<file path="config.mk">
export PLATFORM = sky130hd
export DESIGN_NAME = status_queues
export DESIGN_NICKNAME = d
export VERILOG_FILES = /design/src/hdl/status_pkg.sv /design/src/hdl/status_ram.sv /design/src/hdl/output_queue.sv /design/src/hdl/status_queues.sv
export VERILOG_INCLUDE_DIRS = /design/src /design/src/hdl
export SDC_FILE = /design/constraint.sdc
export NUM_CORES = 2
export LEC_CHECK = 0
export BUFFER_PORTS_ARGS = -buffer_cell sky130_fd_sc_hd__buf_2
export CAP_MARGIN = 15
export CORE_ASPECT_RATIO = 0.9
export CORE_MARGIN = 8
export CORE_UTILIZATION = 40
export DETAILED_ROUTE_END_ITERATION = 10
export PLACE_DENSITY = 0.54
export RECOVER_POWER = 50
export SYNTH_ARGS = -nofsm -noshare
export SYNTH_HDL_FRONTEND = slang
export SYNTH_SLANG_ARGS = --single-unit
</file>
<file path="constraint.sdc">
create_clock -name CLOCK -period 84.1 [get_ports CLOCK]
set_input_delay 8.41 -clock CLOCK [delete_from_list [all_inputs] [get_ports CLOCK]]
set_output_delay 8.41 -clock CLOCK [all_outputs]
set_load 0.05 [all_outputs]
</file>
<file path="src/hdl/status_queues_regs.svh">
`ifndef STATUS_QUEUES_REGS_SVH
`define STATUS_QUEUES_REGS_SVH

// Enable register reset values and widths
`define STD_EN_RESET      8'h00
`define WIDE_EN_RESET     16'h0000

// Error queue geometry and special entries
`define ERRQ_DEPTH        4'ha
`define ERRQ_LAST         4'h9
`define ERRQ_PTR_MAX      4'h9
`define ERRQ_PTR_ZERO     4'h0
`define CODE_OVERFLOW     16'sh015e
`define CODE_NONE         16'sh0000
`define TEXT_OVERFLOW     8'h01
`define TEXT_NONE         8'h00

// Output queue geometry
`define OUTQ_DEPTH        3'h4

// Code filter map window: codes -512 to +511
`define MAP_MIN           16'shfe00
`define MAP_MAX           16'sh01ff
`define MAP_BIAS          16'sh0200
`define MAP_FIRST         10'h000
`define MAP_LAST          10'h3ff

// Status codes, disabled at power-up
`define STATUS_LO         16'sh0064
`define STATUS_HI         16'sh00c7

`endif

</file>
<file path="src/hdl/status_pkg.sv">
package status_pkg;

  typedef logic signed [15:0] code_t;

  typedef enum logic [4:0] {
    OP_NOP,
    OP_SET_STD_EN,
    OP_GET_STD_EN,
    OP_SET_OPER_EN,
    OP_GET_OPER_EN,
    OP_SET_MEAS_EN,
    OP_GET_MEAS_EN,
    OP_SET_QUES_EN,
    OP_GET_QUES_EN,
    OP_CLEAR_STATUS,
    OP_PRESET,
    OP_ERR_NEXT,
    OP_ERR_CLEAR,
    OP_FILT_EN_BEGIN,
    OP_FILT_EN_ITEM,
    OP_FILT_DIS_ITEM,
    OP_FILT_GET_EN,
    OP_FILT_GET_DIS
  } cmd_op_t;

  typedef enum logic [1:0] {
    FILL_DEFAULT,
    FILL_ZERO,
    FILL_ONE
  } fill_t;

endpackage

</file>
<file path="src/hdl/status_ram.sv">
`timescale 1ns/100ps
module status_ram #(
  parameter int WIDTH = 24,
  parameter int DEPTH = 10,
  parameter int AW    = 4
) (
  input  wire logic             clk,
  input  wire logic             we,
  input  wire logic [AW-1:0]    waddr,
  input  wire logic [WIDTH-1:0] wdata,
  input  wire logic [AW-1:0]    raddr,
  output logic      [WIDTH-1:0] rdata
);

  logic [WIDTH-1:0] mem [DEPTH];

  always_ff @(posedge clk) begin
    if (we) begin
      mem[waddr] <= wdata;
    end
  end

  // Registered read; caller waits one edge after the address settles
  always_ff @(posedge clk) begin
    rdata <= mem[raddr];
  end

endmodule

</file>
<file path="src/hdl/output_queue.sv">
`timescale 1ns/100ps
`include "status_queues_regs.svh"
module output_queue (
  input  wire logic        clk,
  input  wire logic        rst,
  input  wire logic        push,
  input  wire logic [23:0] wdata,
  input  wire logic        pop,
  output logic      [23:0] rdata,
  output logic             full,
  output logic             empty
);

  logic [23:0] slot [4];
  logic [1:0]  head;
  logic [1:0]  tail;
  logic [2:0]  count;

  assign full  = (count == `OUTQ_DEPTH);
  assign empty = (count == 3'h0);

  always_ff @(posedge clk) begin
    if (push && !full) begin
      slot[tail] <= wdata;
    end
  end

  always_ff @(posedge clk or posedge rst) begin
    if (rst) begin
      head  <= 2'h0;
      tail  <= 2'h0;
      count <= 3'h0;
      rdata <= 24'h000000;
    end else begin
      if (push && !full) begin
        tail <= tail + 2'h1;
      end
      if (pop && !empty) begin
        head  <= head + 2'h1;
        rdata <= slot[head];
      end
      count <= count + {2'h0, push && !full} - {2'h0, pop && !empty};
    end
  end

endmodule

</file>
<file path="src/hdl/status_queues.sv">
// Overview of operation
// [RULE1] Each summary output is the OR of event bits ANDed with enable bits.
// [RULE2] Standard event enable takes 0..255 from host and reads back.
// [RULE3] Operation, measurement, questionable enables take 0..65535 and read back.
// [RULE4] Writing 0 to an enable register clears all its bits.
// [RULE5] Power-up and preset clear enables; clear-status leaves them alone.
// [RULE6] Two FIFOs: output queue for responses, error queue for messages.
// [RULE7] A response leaves the output queue when read; cleared means empty.
// [RULE8] Message-available bit is set while the output queue holds data.
// [RULE9] Error-available bit is set while the error queue holds entries.
// [RULE10] Error queue holds ten entries.
// [RULE11] Error read returns oldest entry, code and text, then removes it.
// [RULE12] On filling, the last slot takes overflow entry code 350.
// [RULE13] Empty error read returns code 0; queue starts empty.
// [RULE14] Entry codes are signed: negative standard, positive maker-defined.
// [RULE15] Power-up enables error codes, disables status codes; clears keep filter.
// [RULE16] Enable list sets exactly the listed codes; disable list removes listed. Here listed codes outside -512..511 are ignored.
// [RULE17] Lists arrive as single codes or inclusive ranges, item by item.
// [RULE18] Enable with empty list blocks every message.
// [RULE19] Power-up and clear-status empty the error queue; preset does not.
// [RULE20] Error clear command empties the queue; enabled/disabled sets can be queried.
// [RULE21] Clear-status and power-up reset the event registers; preset does not.
// [RULE22] While overflow entry is held, new messages are dropped until a read.
// [RULE23] Disabled codes are dropped and do not touch error-available.
`timescale 1ns/100ps
`include "status_queues_regs.svh"
module status_queues (
  input  wire logic               CLOCK,
  input  wire logic               RST,
  input  wire logic               CMD_VALID,
  input  wire status_pkg::cmd_op_t CMD_OP,
  input  wire logic        [15:0] CMD_VALUE,
  input  wire status_pkg::code_t  CMD_CODE_A,
  input  wire status_pkg::code_t  CMD_CODE_B,
  output logic                    CMD_ACK,
  input  wire logic               MSG_VALID,
  input  wire status_pkg::code_t  MSG_CODE,
  input  wire logic        [7:0]  MSG_TEXT,
  output logic                    MSG_ACK,
  input  wire logic               INST_VALID,
  input  wire logic        [23:0] INST_DATA,
  output logic                    INST_ACK,
  input  wire logic               OUT_READ,
  output logic                    OUT_VALID,
  output logic             [23:0] OUT_DATA,
  input  wire logic        [7:0]  STD_EVENT,
  input  wire logic        [15:0] OPER_EVENT,
  input  wire logic        [15:0] MEAS_EVENT,
  input  wire logic        [15:0] QUES_EVENT,
  output logic                    ESB_SUMMARY,
  output logic                    OPER_SUMMARY,
  output logic                    MEAS_SUMMARY,
  output logic                    QUES_SUMMARY,
  output logic                    MAV,
  output logic                    EAV,
  output logic                    EVENT_CLEAR
);
  import status_pkg::*;

  typedef enum {
    S_IDLE,
    S_WALK,
    S_LOOK,
    S_DECIDE,
    S_QLOOK,
    S_QANS,
    S_EWAIT,
    S_EANS
  } state_t;

  state_t      state;
  logic [7:0]  std_en;
  logic [15:0] oper_en;
  logic [15:0] meas_en;
  logic [15:0] ques_en;

  logic [9:0]  walk_idx;
  logic [9:0]  walk_end;
  fill_t       walk_fill;
  code_t       walk_code;
  logic        map_wdata;
  logic        map_q;
  logic [9:0]  look_idx;
  logic        look_inwin;
  logic        look_default;
  logic        query_invert;
  // Codes outside the map keep their power-up default only until an enable list arrives
  logic        outside_on;

  code_t       msg_code;
  logic [7:0]  msg_text;
  logic [3:0]  err_head;
  logic [3:0]  err_tail;
  logic [3:0]  err_count;
  logic        err_accept;
  logic        err_pop;
  logic        err_clear;
  logic [23:0] err_wdata;
  logic [23:0] err_q;

  logic        oq_push;
  logic [23:0] oq_wdata;
  logic        oq_full;
  logic        oq_empty;
  logic        fsm_push;

  logic        take_msg;
  logic        take_cmd;
  logic        take_inst;
  code_t       range_lo;
  code_t       range_hi;
  logic        range_ok;

  function automatic logic in_window(input code_t c);
    return (c >= `MAP_MIN) && (c <= `MAP_MAX);
  endfunction

  function automatic logic [9:0] to_index(input code_t c);
    logic [15:0] s;
    s = c + `MAP_BIAS;
    return s[9:0];
  endfunction

  // Status codes start disabled, everything else enabled
  function automatic logic default_on(input code_t c);
    return !((c >= `STATUS_LO) && (c <= `STATUS_HI)); // see [RULE15]
  endfunction

  // Messages win over commands; at most one of the two taken per idle cycle, instrument data can be taken alongside a message
  assign take_msg = (state == S_IDLE) && MSG_VALID && !MSG_ACK;
  assign take_cmd = (state == S_IDLE) && !take_msg && CMD_VALID && !CMD_ACK && !oq_full;
  // Instrument data waits while a query answer is owed, so that answer always finds a free slot
  assign take_inst = INST_VALID && !INST_ACK && !oq_full && !fsm_push && !take_cmd
                     && !(state inside {S_QLOOK, S_QANS, S_EWAIT, S_EANS});

  // Range item: either order of the two codes, clipped to the map window
  always_comb begin
    range_lo = (CMD_CODE_A < CMD_CODE_B) ? CMD_CODE_A : CMD_CODE_B; // see [RULE17]
    range_hi = (CMD_CODE_A < CMD_CODE_B) ? CMD_CODE_B : CMD_CODE_A;
    range_ok = (range_hi >= `MAP_MIN) && (range_lo <= `MAP_MAX);
    if (range_lo < `MAP_MIN) begin
      range_lo = `MAP_MIN;
    end
    if (range_hi > `MAP_MAX) begin
      range_hi = `MAP_MAX;
    end
  end

  // Code filter map, one bit per code in the window
  assign walk_code = $signed({6'h00, walk_idx}) - `MAP_BIAS;

  always_comb begin
    case (walk_fill)
      FILL_DEFAULT: map_wdata = default_on(walk_code);
      FILL_ONE:     map_wdata = 1'b1;
      default:      map_wdata = 1'b0;
    endcase
  end

  status_ram #(.WIDTH(1), .DEPTH(1024), .AW(10)) filter_map (
    .clk   (CLOCK),
    .we    (state == S_WALK),
    .waddr (walk_idx),
    .wdata (map_wdata),
    .raddr (look_idx),
    .rdata (map_q)
  );

  // Main sequencer; starts by painting the power-up filter
  always_ff @(posedge CLOCK or posedge RST) begin
    if (RST) begin
      state        <= S_WALK;
      walk_idx     <= `MAP_FIRST;
      walk_end     <= `MAP_LAST;
      walk_fill    <= FILL_DEFAULT; // see [RULE15]
      look_idx     <= `MAP_FIRST;
      look_inwin   <= 1'b0;
      look_default <= 1'b0;
      query_invert <= 1'b0;
      outside_on   <= 1'b1;
      msg_code     <= `CODE_NONE;
      msg_text     <= `TEXT_NONE;
    end else begin
      case (state)
        S_IDLE: begin
          if (take_msg) begin
            look_idx     <= to_index(MSG_CODE);
            look_inwin   <= in_window(MSG_CODE);
            look_default <= default_on(MSG_CODE) && outside_on;
            msg_code     <= MSG_CODE; // see [RULE14]
            msg_text     <= MSG_TEXT;
            state        <= S_LOOK;
          end else if (take_cmd) begin
            case (CMD_OP)
              OP_ERR_NEXT: begin
                state <= S_EWAIT; // see [RULE11]
              end
              OP_FILT_EN_BEGIN: begin
                walk_idx  <= `MAP_FIRST; // see [RULE16]
                walk_end  <= `MAP_LAST;
                walk_fill <= FILL_ZERO; // see [RULE18]
                outside_on <= 1'b0; // see [RULE16] [RULE18]
                state     <= S_WALK;
              end
              OP_FILT_EN_ITEM, OP_FILT_DIS_ITEM: begin
                walk_idx  <= to_index(range_lo);
                walk_end  <= to_index(range_hi);
                walk_fill <= (CMD_OP == OP_FILT_EN_ITEM) ? FILL_ONE : FILL_ZERO; // see [RULE16]
                if (range_ok) begin
                  state <= S_WALK;
                end
              end
              OP_FILT_GET_EN, OP_FILT_GET_DIS: begin
                look_idx     <= to_index(CMD_CODE_A); // see [RULE20]
                look_inwin   <= in_window(CMD_CODE_A);
                look_default <= default_on(CMD_CODE_A) && outside_on;
                query_invert <= (CMD_OP == OP_FILT_GET_DIS);
                state        <= S_QLOOK;
              end
              default: begin
                state <= S_IDLE;
              end
            endcase
          end
        end
        S_WALK: begin
          if (walk_idx == walk_end) begin
            state <= S_IDLE;
          end else begin
            walk_idx <= walk_idx + 10'h001;
          end
        end
        S_LOOK:   state <= S_DECIDE;
        S_DECIDE: state <= S_IDLE;
        S_QLOOK:  state <= S_QANS;
        S_QANS:   state <= S_IDLE;
        S_EWAIT:  state <= S_EANS;
        S_EANS:   state <= S_IDLE;
        default:  state <= S_IDLE;
      endcase
    end
  end

  // Handshake acknowledgements, one-cycle pulses
  always_ff @(posedge CLOCK or posedge RST) begin
    if (RST) begin
      CMD_ACK  <= 1'b0;
      MSG_ACK  <= 1'b0;
      INST_ACK <= 1'b0;
    end else begin
      CMD_ACK  <= take_cmd;
      MSG_ACK  <= take_msg;
      INST_ACK <= take_inst;
    end
  end

  // Enable registers; writing 0 simply stores all zeros
  always_ff @(posedge CLOCK or posedge RST) begin
    if (RST) begin
      std_en  <= `STD_EN_RESET; // see [RULE5]
      oper_en <= `WIDE_EN_RESET;
      meas_en <= `WIDE_EN_RESET;
      ques_en <= `WIDE_EN_RESET;
    end else if (take_cmd) begin
      case (CMD_OP)
        OP_SET_STD_EN:  std_en  <= CMD_VALUE[7:0]; // see [RULE2] [RULE4]
        OP_SET_OPER_EN: oper_en <= CMD_VALUE; // see [RULE3] [RULE4]
        OP_SET_MEAS_EN: meas_en <= CMD_VALUE;
        OP_SET_QUES_EN: ques_en <= CMD_VALUE;
        OP_PRESET: begin
          std_en  <= `STD_EN_RESET; // see [RULE5]
          oper_en <= `WIDE_EN_RESET;
          meas_en <= `WIDE_EN_RESET;
          ques_en <= `WIDE_EN_RESET;
        end
        default: begin
          std_en <= std_en;
        end
      endcase
    end
  end

  // Summary bits toward the status byte
  always_ff @(posedge CLOCK or posedge RST) begin
    if (RST) begin
      ESB_SUMMARY  <= 1'b0;
      OPER_SUMMARY <= 1'b0;
      MEAS_SUMMARY <= 1'b0;
      QUES_SUMMARY <= 1'b0;
    end else begin
      ESB_SUMMARY  <= |(STD_EVENT & std_en); // see [RULE1]
      OPER_SUMMARY <= |(OPER_EVENT & oper_en);
      MEAS_SUMMARY <= |(MEAS_EVENT & meas_en);
      QUES_SUMMARY <= |(QUES_EVENT & ques_en);
    end
  end

  // Event registers live elsewhere; held clear through reset, pulsed on clear-status
  always_ff @(posedge CLOCK or posedge RST) begin
    if (RST) begin
      EVENT_CLEAR <= 1'b1;
    end else begin
      EVENT_CLEAR <= take_cmd && (CMD_OP == OP_CLEAR_STATUS); // see [RULE21]
    end
  end

  // Error queue admission: filter, then overflow handling
  assign err_accept = (state == S_DECIDE) && (look_inwin ? map_q : look_default) // see [RULE23]
                      && (err_count != `ERRQ_DEPTH); // see [RULE22]
  assign err_wdata  = (err_count == `ERRQ_LAST) ? {`CODE_OVERFLOW, `TEXT_OVERFLOW} // see [RULE12]
                                                : {msg_code, msg_text};
  assign err_pop    = (state == S_EANS) && (err_count != 4'h0);
  assign err_clear  = take_cmd && ((CMD_OP == OP_CLEAR_STATUS) || (CMD_OP == OP_ERR_CLEAR)); // see [RULE19] [RULE20]

  status_ram #(.WIDTH(24), .DEPTH(10), .AW(4)) error_store (
    .clk   (CLOCK),
    .we    (err_accept),
    .waddr (err_tail),
    .wdata (err_wdata),
    .raddr (err_head),
    .rdata (err_q)
  );

  // Pointers wrap at ten; clears and reads never overlap an admission
  always_ff @(posedge CLOCK or posedge RST) begin
    if (RST) begin
      err_head  <= `ERRQ_PTR_ZERO; // see [RULE13] [RULE19]
      err_tail  <= `ERRQ_PTR_ZERO;
      err_count <= 4'h0;
    end else if (err_clear) begin
      err_head  <= `ERRQ_PTR_ZERO;
      err_tail  <= `ERRQ_PTR_ZERO;
      err_count <= 4'h0;
    end else if (err_accept) begin
      err_tail  <= (err_tail == `ERRQ_PTR_MAX) ? `ERRQ_PTR_ZERO : err_tail + 4'h1; // see [RULE10]
      err_count <= err_count + 4'h1;
    end else if (err_pop) begin
      err_head  <= (err_head == `ERRQ_PTR_MAX) ? `ERRQ_PTR_ZERO : err_head + 4'h1; // see [RULE11]
      err_count <= err_count - 4'h1;
    end
  end

  // Output queue feed: answers to queries first, instrument data otherwise
  always_comb begin
    fsm_push = 1'b0;
    oq_wdata = 24'h000000;
    if (state == S_QANS) begin
      fsm_push = 1'b1;
      oq_wdata = {23'h000000, (look_inwin ? map_q : look_default) ^ query_invert}; // see [RULE20]
    end else if (state == S_EANS) begin
      fsm_push = 1'b1;
      oq_wdata = (err_count != 4'h0) ? err_q : {`CODE_NONE, `TEXT_NONE}; // see [RULE13]
    end else if (take_cmd) begin
      case (CMD_OP)
        OP_GET_STD_EN: begin
          fsm_push = 1'b1;
          oq_wdata = {16'h0000, std_en}; // see [RULE2]
        end
        OP_GET_OPER_EN: begin
          fsm_push = 1'b1;
          oq_wdata = {8'h00, oper_en}; // see [RULE3]
        end
        OP_GET_MEAS_EN: begin
          fsm_push = 1'b1;
          oq_wdata = {8'h00, meas_en};
        end
        OP_GET_QUES_EN: begin
          fsm_push = 1'b1;
          oq_wdata = {8'h00, ques_en};
        end
        default: begin
          fsm_push = 1'b0;
        end
      endcase
    end
    oq_push = fsm_push || take_inst;
    if (!fsm_push) begin
      oq_wdata = INST_DATA;
    end
  end

  output_queue responses (
    .clk   (CLOCK),
    .rst   (RST),
    .push  (oq_push), // see [RULE6]
    .wdata (oq_wdata),
    .pop   (OUT_READ), // see [RULE7]
    .rdata (OUT_DATA),
    .full  (oq_full),
    .empty (oq_empty)
  );

  // Availability bits follow the queue occupancy one edge later
  always_ff @(posedge CLOCK or posedge RST) begin
    if (RST) begin
      OUT_VALID <= 1'b0;
      MAV       <= 1'b0;
      EAV       <= 1'b0;
    end else begin
      OUT_VALID <= OUT_READ && !oq_empty; // see [RULE7]
      MAV       <= !oq_empty; // see [RULE8]
      EAV       <= (err_count != 4'h0); // see [RULE9]
    end
  end

endmodule

</file>
==> results.md <==
Run status:
- The flow ran to the end, but the final reports show violations.
- The final reports fail on max-capacitance violations, max-slew violations.

Layout:
- The number of fill cells is 15000.
- Cells with a size suffix above 1 make up 18.3% of the layout.
- The area added between synthesis and finish is 12.3%.
- At the end of the flow, the number of nets in the layout was just under 5000.

STA:
- The shortest period the worst path allows is about 12 ns.
- The final max-slew violation count is 1596.
- Setup total negative slack on the finished layout was measured at 0 ns.
- The post-route fraction of the period consumed by the critical path is 14.0%.
- Setup repair after global routing left no endpoint under its margin.
- The worst pin sits at a relative slew slack of -221%.
- The final-report hold violation count came to 0.
- The slew at the pin closest to its max-slew limit is 4.81 ns.
- The total of endpoints with negative setup slack in the final report is 0.
- The maximum operating frequency is 85.0 MHz.
- Once routing completed, OpenROAD measured the worst setup slack at 72.33 ns.
- The clock tree skew after final layout is 0.0422 ns.

Floorplan:
- The site row count is approximately 140.
- between 150 and 200 I/O pins were placed.
- The floorplan step set the die width to 445 µm.
- Once the floorplan was initialized, standard cells occupied 40.1% of the core.
- The floorplan step defined a die boundary enclosing 179000 µm².
- The total core area is 166000 µm².
- The die span in y is 402 µm.

Run:
- The tool flagged a number of max-cap violations equal to 47.

Global routing:
- The number of antenna violations at the first check in global routing is 22.
- Entering global routing, the biggest net connects 285 pins.
- The number of global-route vias before repair is roughly 39000.
- The wire length of the first global-routing pass is 279 mm.
- After global routing the overflow that remains totals 0.
- The total global-route track usage is a little over a fifth.

Synth:
- The flop and latch count out of synthesis is around 1600.
- The share of flip-flops with an asynchronous set or reset is 11.1%.
- After synthesis the cells add up to between 60000 and 70000 µm².
- In this run, distinct cell masters in the synthesized netlist total 71.
- After synthesis, flip-flops and latches occupy around 69% of the total area.
- When the netlist entered floorplanning its net count stood at 4793.
- The average instance area after synthesis is 14.4 µm².
- Counting flops with a built-in enable in the synthesized netlist gives 1360.
- Synthesis produced a netlist whose cell count is 4599.
- The top flip-flop cell by instance count after synthesis is sky130_fd_sc_hd__edfxtp_1.
- The number of warnings printed during yosys synthesis is 0.

CTS:
- The TritonCTS clock tree is built.
- The CTS buffer count is approximately 160.
- The count of hold-fix buffers inserted at cts is 0.
- The clock sink count is 1558.
- Gates resized during post-CTS repair numbered 0.
- The post-CTS clock slew at the launch and capture registers of the worst setup and hold paths is 0.06 ns.
- The tree is rooted in a sky130_fd_sc_hd__clkbuf_16.
- After clock tree synthesis, the setup repair step added 0 buffers.
- The later pin in the worst-skew pair is clocked with a latency of 0.80 ns.
- The clock tree synthesis step divided the H-tree into 4 levels.
- The maximum count of clock buffers along a single path is 3.

Setup path:
- The critical path start-end classification is primary input to flip-flop.
- The startpoint class of the critical path is a primary input.
- At the worst endpoint, the arrival time is 12.24 ns.
- The most critical setup path has its startpoint at MSG_VALID.
- The startpoint identified for the worst register-to-register timing path is walk_idx[6].
- The largest fanout on the critical path is 30.
- The capturing element type of the critical path is a flip-flop.
- For the worst setup path, the data required time is approximately 85 ns.

Placed design:
- Prior to clock tree synthesis, the placed netlist has a worst setup slack of roughly 71 ns.
- The HPWL after detailed placement is 108 mm.
- In this run the tool buffered the top-level ports with 197 buffer cells.
- The final weighted congestion of routability-driven global placement is 0.851.

Power:
- Across the VDD grid, the largest voltage drop is 0.0000335 V.
- The leakage power of the design is 0.0238 µW.
- In this run the power density over the cells is about 32 nW/µm².

Routing:
- The final route contains 40300 vias.
- The detailed router finished its first iteration with 4688 violations.
- The first detailed-routing pass took 6 iterations.
- The post-detailed-route wirelength per cell is approximately 28 µm.
- The per-cell via count in the routed design is 5.72.
- Once detail routing completed, the nets flagged for antenna violations numbered 0.
- The final wirelength is 194 mm.
- The number of remaining DRC errors is 0.

Min path:
- The path class of the tightest hold or removal check is flip-flop to flip-flop.
- The worst hold path startpoint is msg_code[11].
## cell usage after synthesis, types with 10 or more instances
cell type                     n  area, µm²
sky130_fd_sc_hd__dfxtp_1     25        500
sky130_fd_sc_hd__o211ai_1    25        188
sky130_fd_sc_hd__nand3_1     53        265
sky130_fd_sc_hd__nor2b_1     48        300
sky130_fd_sc_hd__o22ai_1     44        275
sky130_fd_sc_hd__and2_1      12       75.1
sky130_fd_sc_hd__nand2_1    288       1080
sky130_fd_sc_hd__buf_2       32        160
sky130_fd_sc_hd__and3_1      10       62.6
sky130_fd_sc_hd__ha_1        29        363
sky130_fd_sc_hd__nor3_1      44        220
sky130_fd_sc_hd__a221oi_1    15        131
sky130_fd_sc_hd__a211oi_1    35        263
sky130_fd_sc_hd__a22o_1      23        201
sky130_fd_sc_hd__a21o_1      13       97.6
sky130_fd_sc_hd__edfxtp_1  1360      40800
sky130_fd_sc_hd__mux4_2     322       7250
sky130_fd_sc_hd__a21oi_1     69        345
sky130_fd_sc_hd__dfrtp_1    160       4000
sky130_fd_sc_hd__a31oi_1     10       62.6
sky130_fd_sc_hd__mux2_2      37        417
sky130_fd_sc_hd__nand4_1     21        131
sky130_fd_sc_hd__a22oi_1     16        120
sky130_fd_sc_hd__clkbuf_1   300       1130
sky130_fd_sc_hd__dfstp_2     13        342
sky130_fd_sc_hd__nor4_1      21        131
sky130_fd_sc_hd__o21ai_0     96        480
sky130_fd_sc_hd__inv_1       52        195
sky130_fd_sc_hd__xor2_1      14        123
sky130_fd_sc_hd__nor2_1    1118       4200
sky130_fd_sc_hd__buf_1       42        158
sky130_fd_sc_hd__or2_2       10       62.6
sky130_fd_sc_hd__o221ai_1    16        140
sky130_fd_sc_hd__mux2i_1    107       1070
sky130_fd_sc_hd__nand2b_1    21        131
## critical path, stage by stage
cell and delay, ns:
sky130_fd_sc_hd__buf_2 0.10, sky130_fd_sc_hd__nand3_1 0.05, sky130_fd_sc_hd__buf_4 0.39, sky130_fd_sc_hd__inv_1 0.10, sky130_fd_sc_hd__or4_1 0.62, sky130_fd_sc_hd__or4_1 0.76
sky130_fd_sc_hd__buf_16 0.27, sky130_fd_sc_hd__and2_1 0.32, sky130_fd_sc_hd__a21oi_4 0.28, sky130_fd_sc_hd__and2_1 0.51, sky130_fd_sc_hd__buf_4 0.37
## report_power, final
group	switching [µW]	leakage (µW)	total, µW	internal [µW]
combinational	427	0.00695	659	232
clock	306	0.00238	683	377
sequential	57.9	0.0145	1060	998
## metrics by stage
stage          total power [µW]  hold slack, ns  utilization [%]  std cells  cell area, µm²
2_1_floorplan              1630           0.438                -       4599           66400
3_3_place_gp               1720           0.451             42.1       6747           69700
3_5_place_dp               1730           0.455             42.1       6747           69700
4_1_cts                    2410           0.470             45.1       7035           74600
5_1_grt                    2490           0.492             45.0       7044           74500
6_report                   2400           0.467             45.0       7049           74500
## layer usage
layer	vias up	GRT usage, %	wire, µm	part of all wire, %
met4	6	5.59	5020	2.6
li1	17300	-	-	-
met5	-	0	44	0.023
met1	21100	31.0	84600	44
met2	1649	32.6	88600	46
met3	316	3.93	16100	8.3
## placed cells by master, fill, tap and decap left out, types with 23 or more instances in the layout
master and n:
sky130_fd_sc_hd__nor2b_1 47, sky130_fd_sc_hd__nor2_1 1114, sky130_fd_sc_hd__dfxtp_1 25, sky130_fd_sc_hd__o211ai_1 25, sky130_fd_sc_hd__o22ai_1 44, sky130_fd_sc_hd__ha_1 29
sky130_fd_sc_hd__buf_2 197, sky130_fd_sc_hd__a21oi_1 69, sky130_fd_sc_hd__clkinv_1 41, sky130_fd_sc_hd__mux2_2 37, sky130_fd_sc_hd__mux2i_1 107, sky130_fd_sc_hd__dfrtp_1 153
sky130_fd_sc_hd__nor3_1 43, sky130_fd_sc_hd__a211oi_1 35, sky130_fd_sc_hd__edfxtp_1 1360, sky130_fd_sc_hd__inv_1 51, sky130_fd_sc_hd__nand2_1 272, sky130_fd_sc_hd__buf_4 64
sky130_fd_sc_hd__mux4_2 322, sky130_fd_sc_hd__clkbuf_1 84, sky130_fd_sc_hd__o21ai_0 96, sky130_fd_sc_hd__clkbuf_16 164, sky130_fd_sc_hd__nand3_1 53, sky130_fd_sc_hd__a22o_1 23
## layout make-up
cell class | count | area, µm² | share of cell area [%]
clock inverter | 70 | 576 | 0.772
inverter | 53 | 206 | 0.277
clock buffer | 218 | 4360 | 5.85
multi-input combinational | 2607 | 19100 | 25.6
sequential | 1558 | 45700 | 61.3
antenna | 6 | 15.0 | 0.0201
timing repair buffer | 305 | 1810 | 2.43
tap | 2232 | 2790 | 3.75
## flip-flops by register name, indices dropped and copies added, names as in the netlist, 2 cells and up
register	flops
walk_fill	2
err_count	4
responses.rdata	24
std_en	8
responses.head	2
state	3
ques_en	16
error_store.rdata	24
walk_end	10
err_head	4
responses.count	3
err_tail	4
msg_code	16
filter_map.mem	1024
walk_idx	10
responses.tail	2
error_store.mem	240
msg_text	8
meas_en	16
oper_en	16
look_idx	10
responses.slot	96
## logic make-up (layout without fill, tap and decap cells)
group                      after synthesis  after routing  synth area share, %
and+or+nand+nor                       1682           1682                 10.5
DFF                                   1558           1558                 68.8
muxes                                  466            466                 13.2
buffers and inverters                  434            646                 2.55
AOI/OAI and AO/OA                      405            405                 4.06
adders and majority gates               31             31                0.607
xor gates and xnor gates                23             23                0.303
other                                    0              6                    0
## path summary, 6_finish.rpt
check / end / slack (ns) / depth (start not counted)
worst min register to register: msg_code[11] / 0.47 / 2
worst max-delay path: responses.slot[1][14] / 72.33 / 11
worst min-delay path: msg_code[11] / 0.47 / 2
worst max register to register: filter_map.mem[298] / 75.07 / 7
max in group asynchronous: look_idx[1] / 74.78 / 3
min in group asynchronous: MEAS_SUMMARY / 7.74 / 2
No activity file was read; power rests on OpenSTA's default activity.
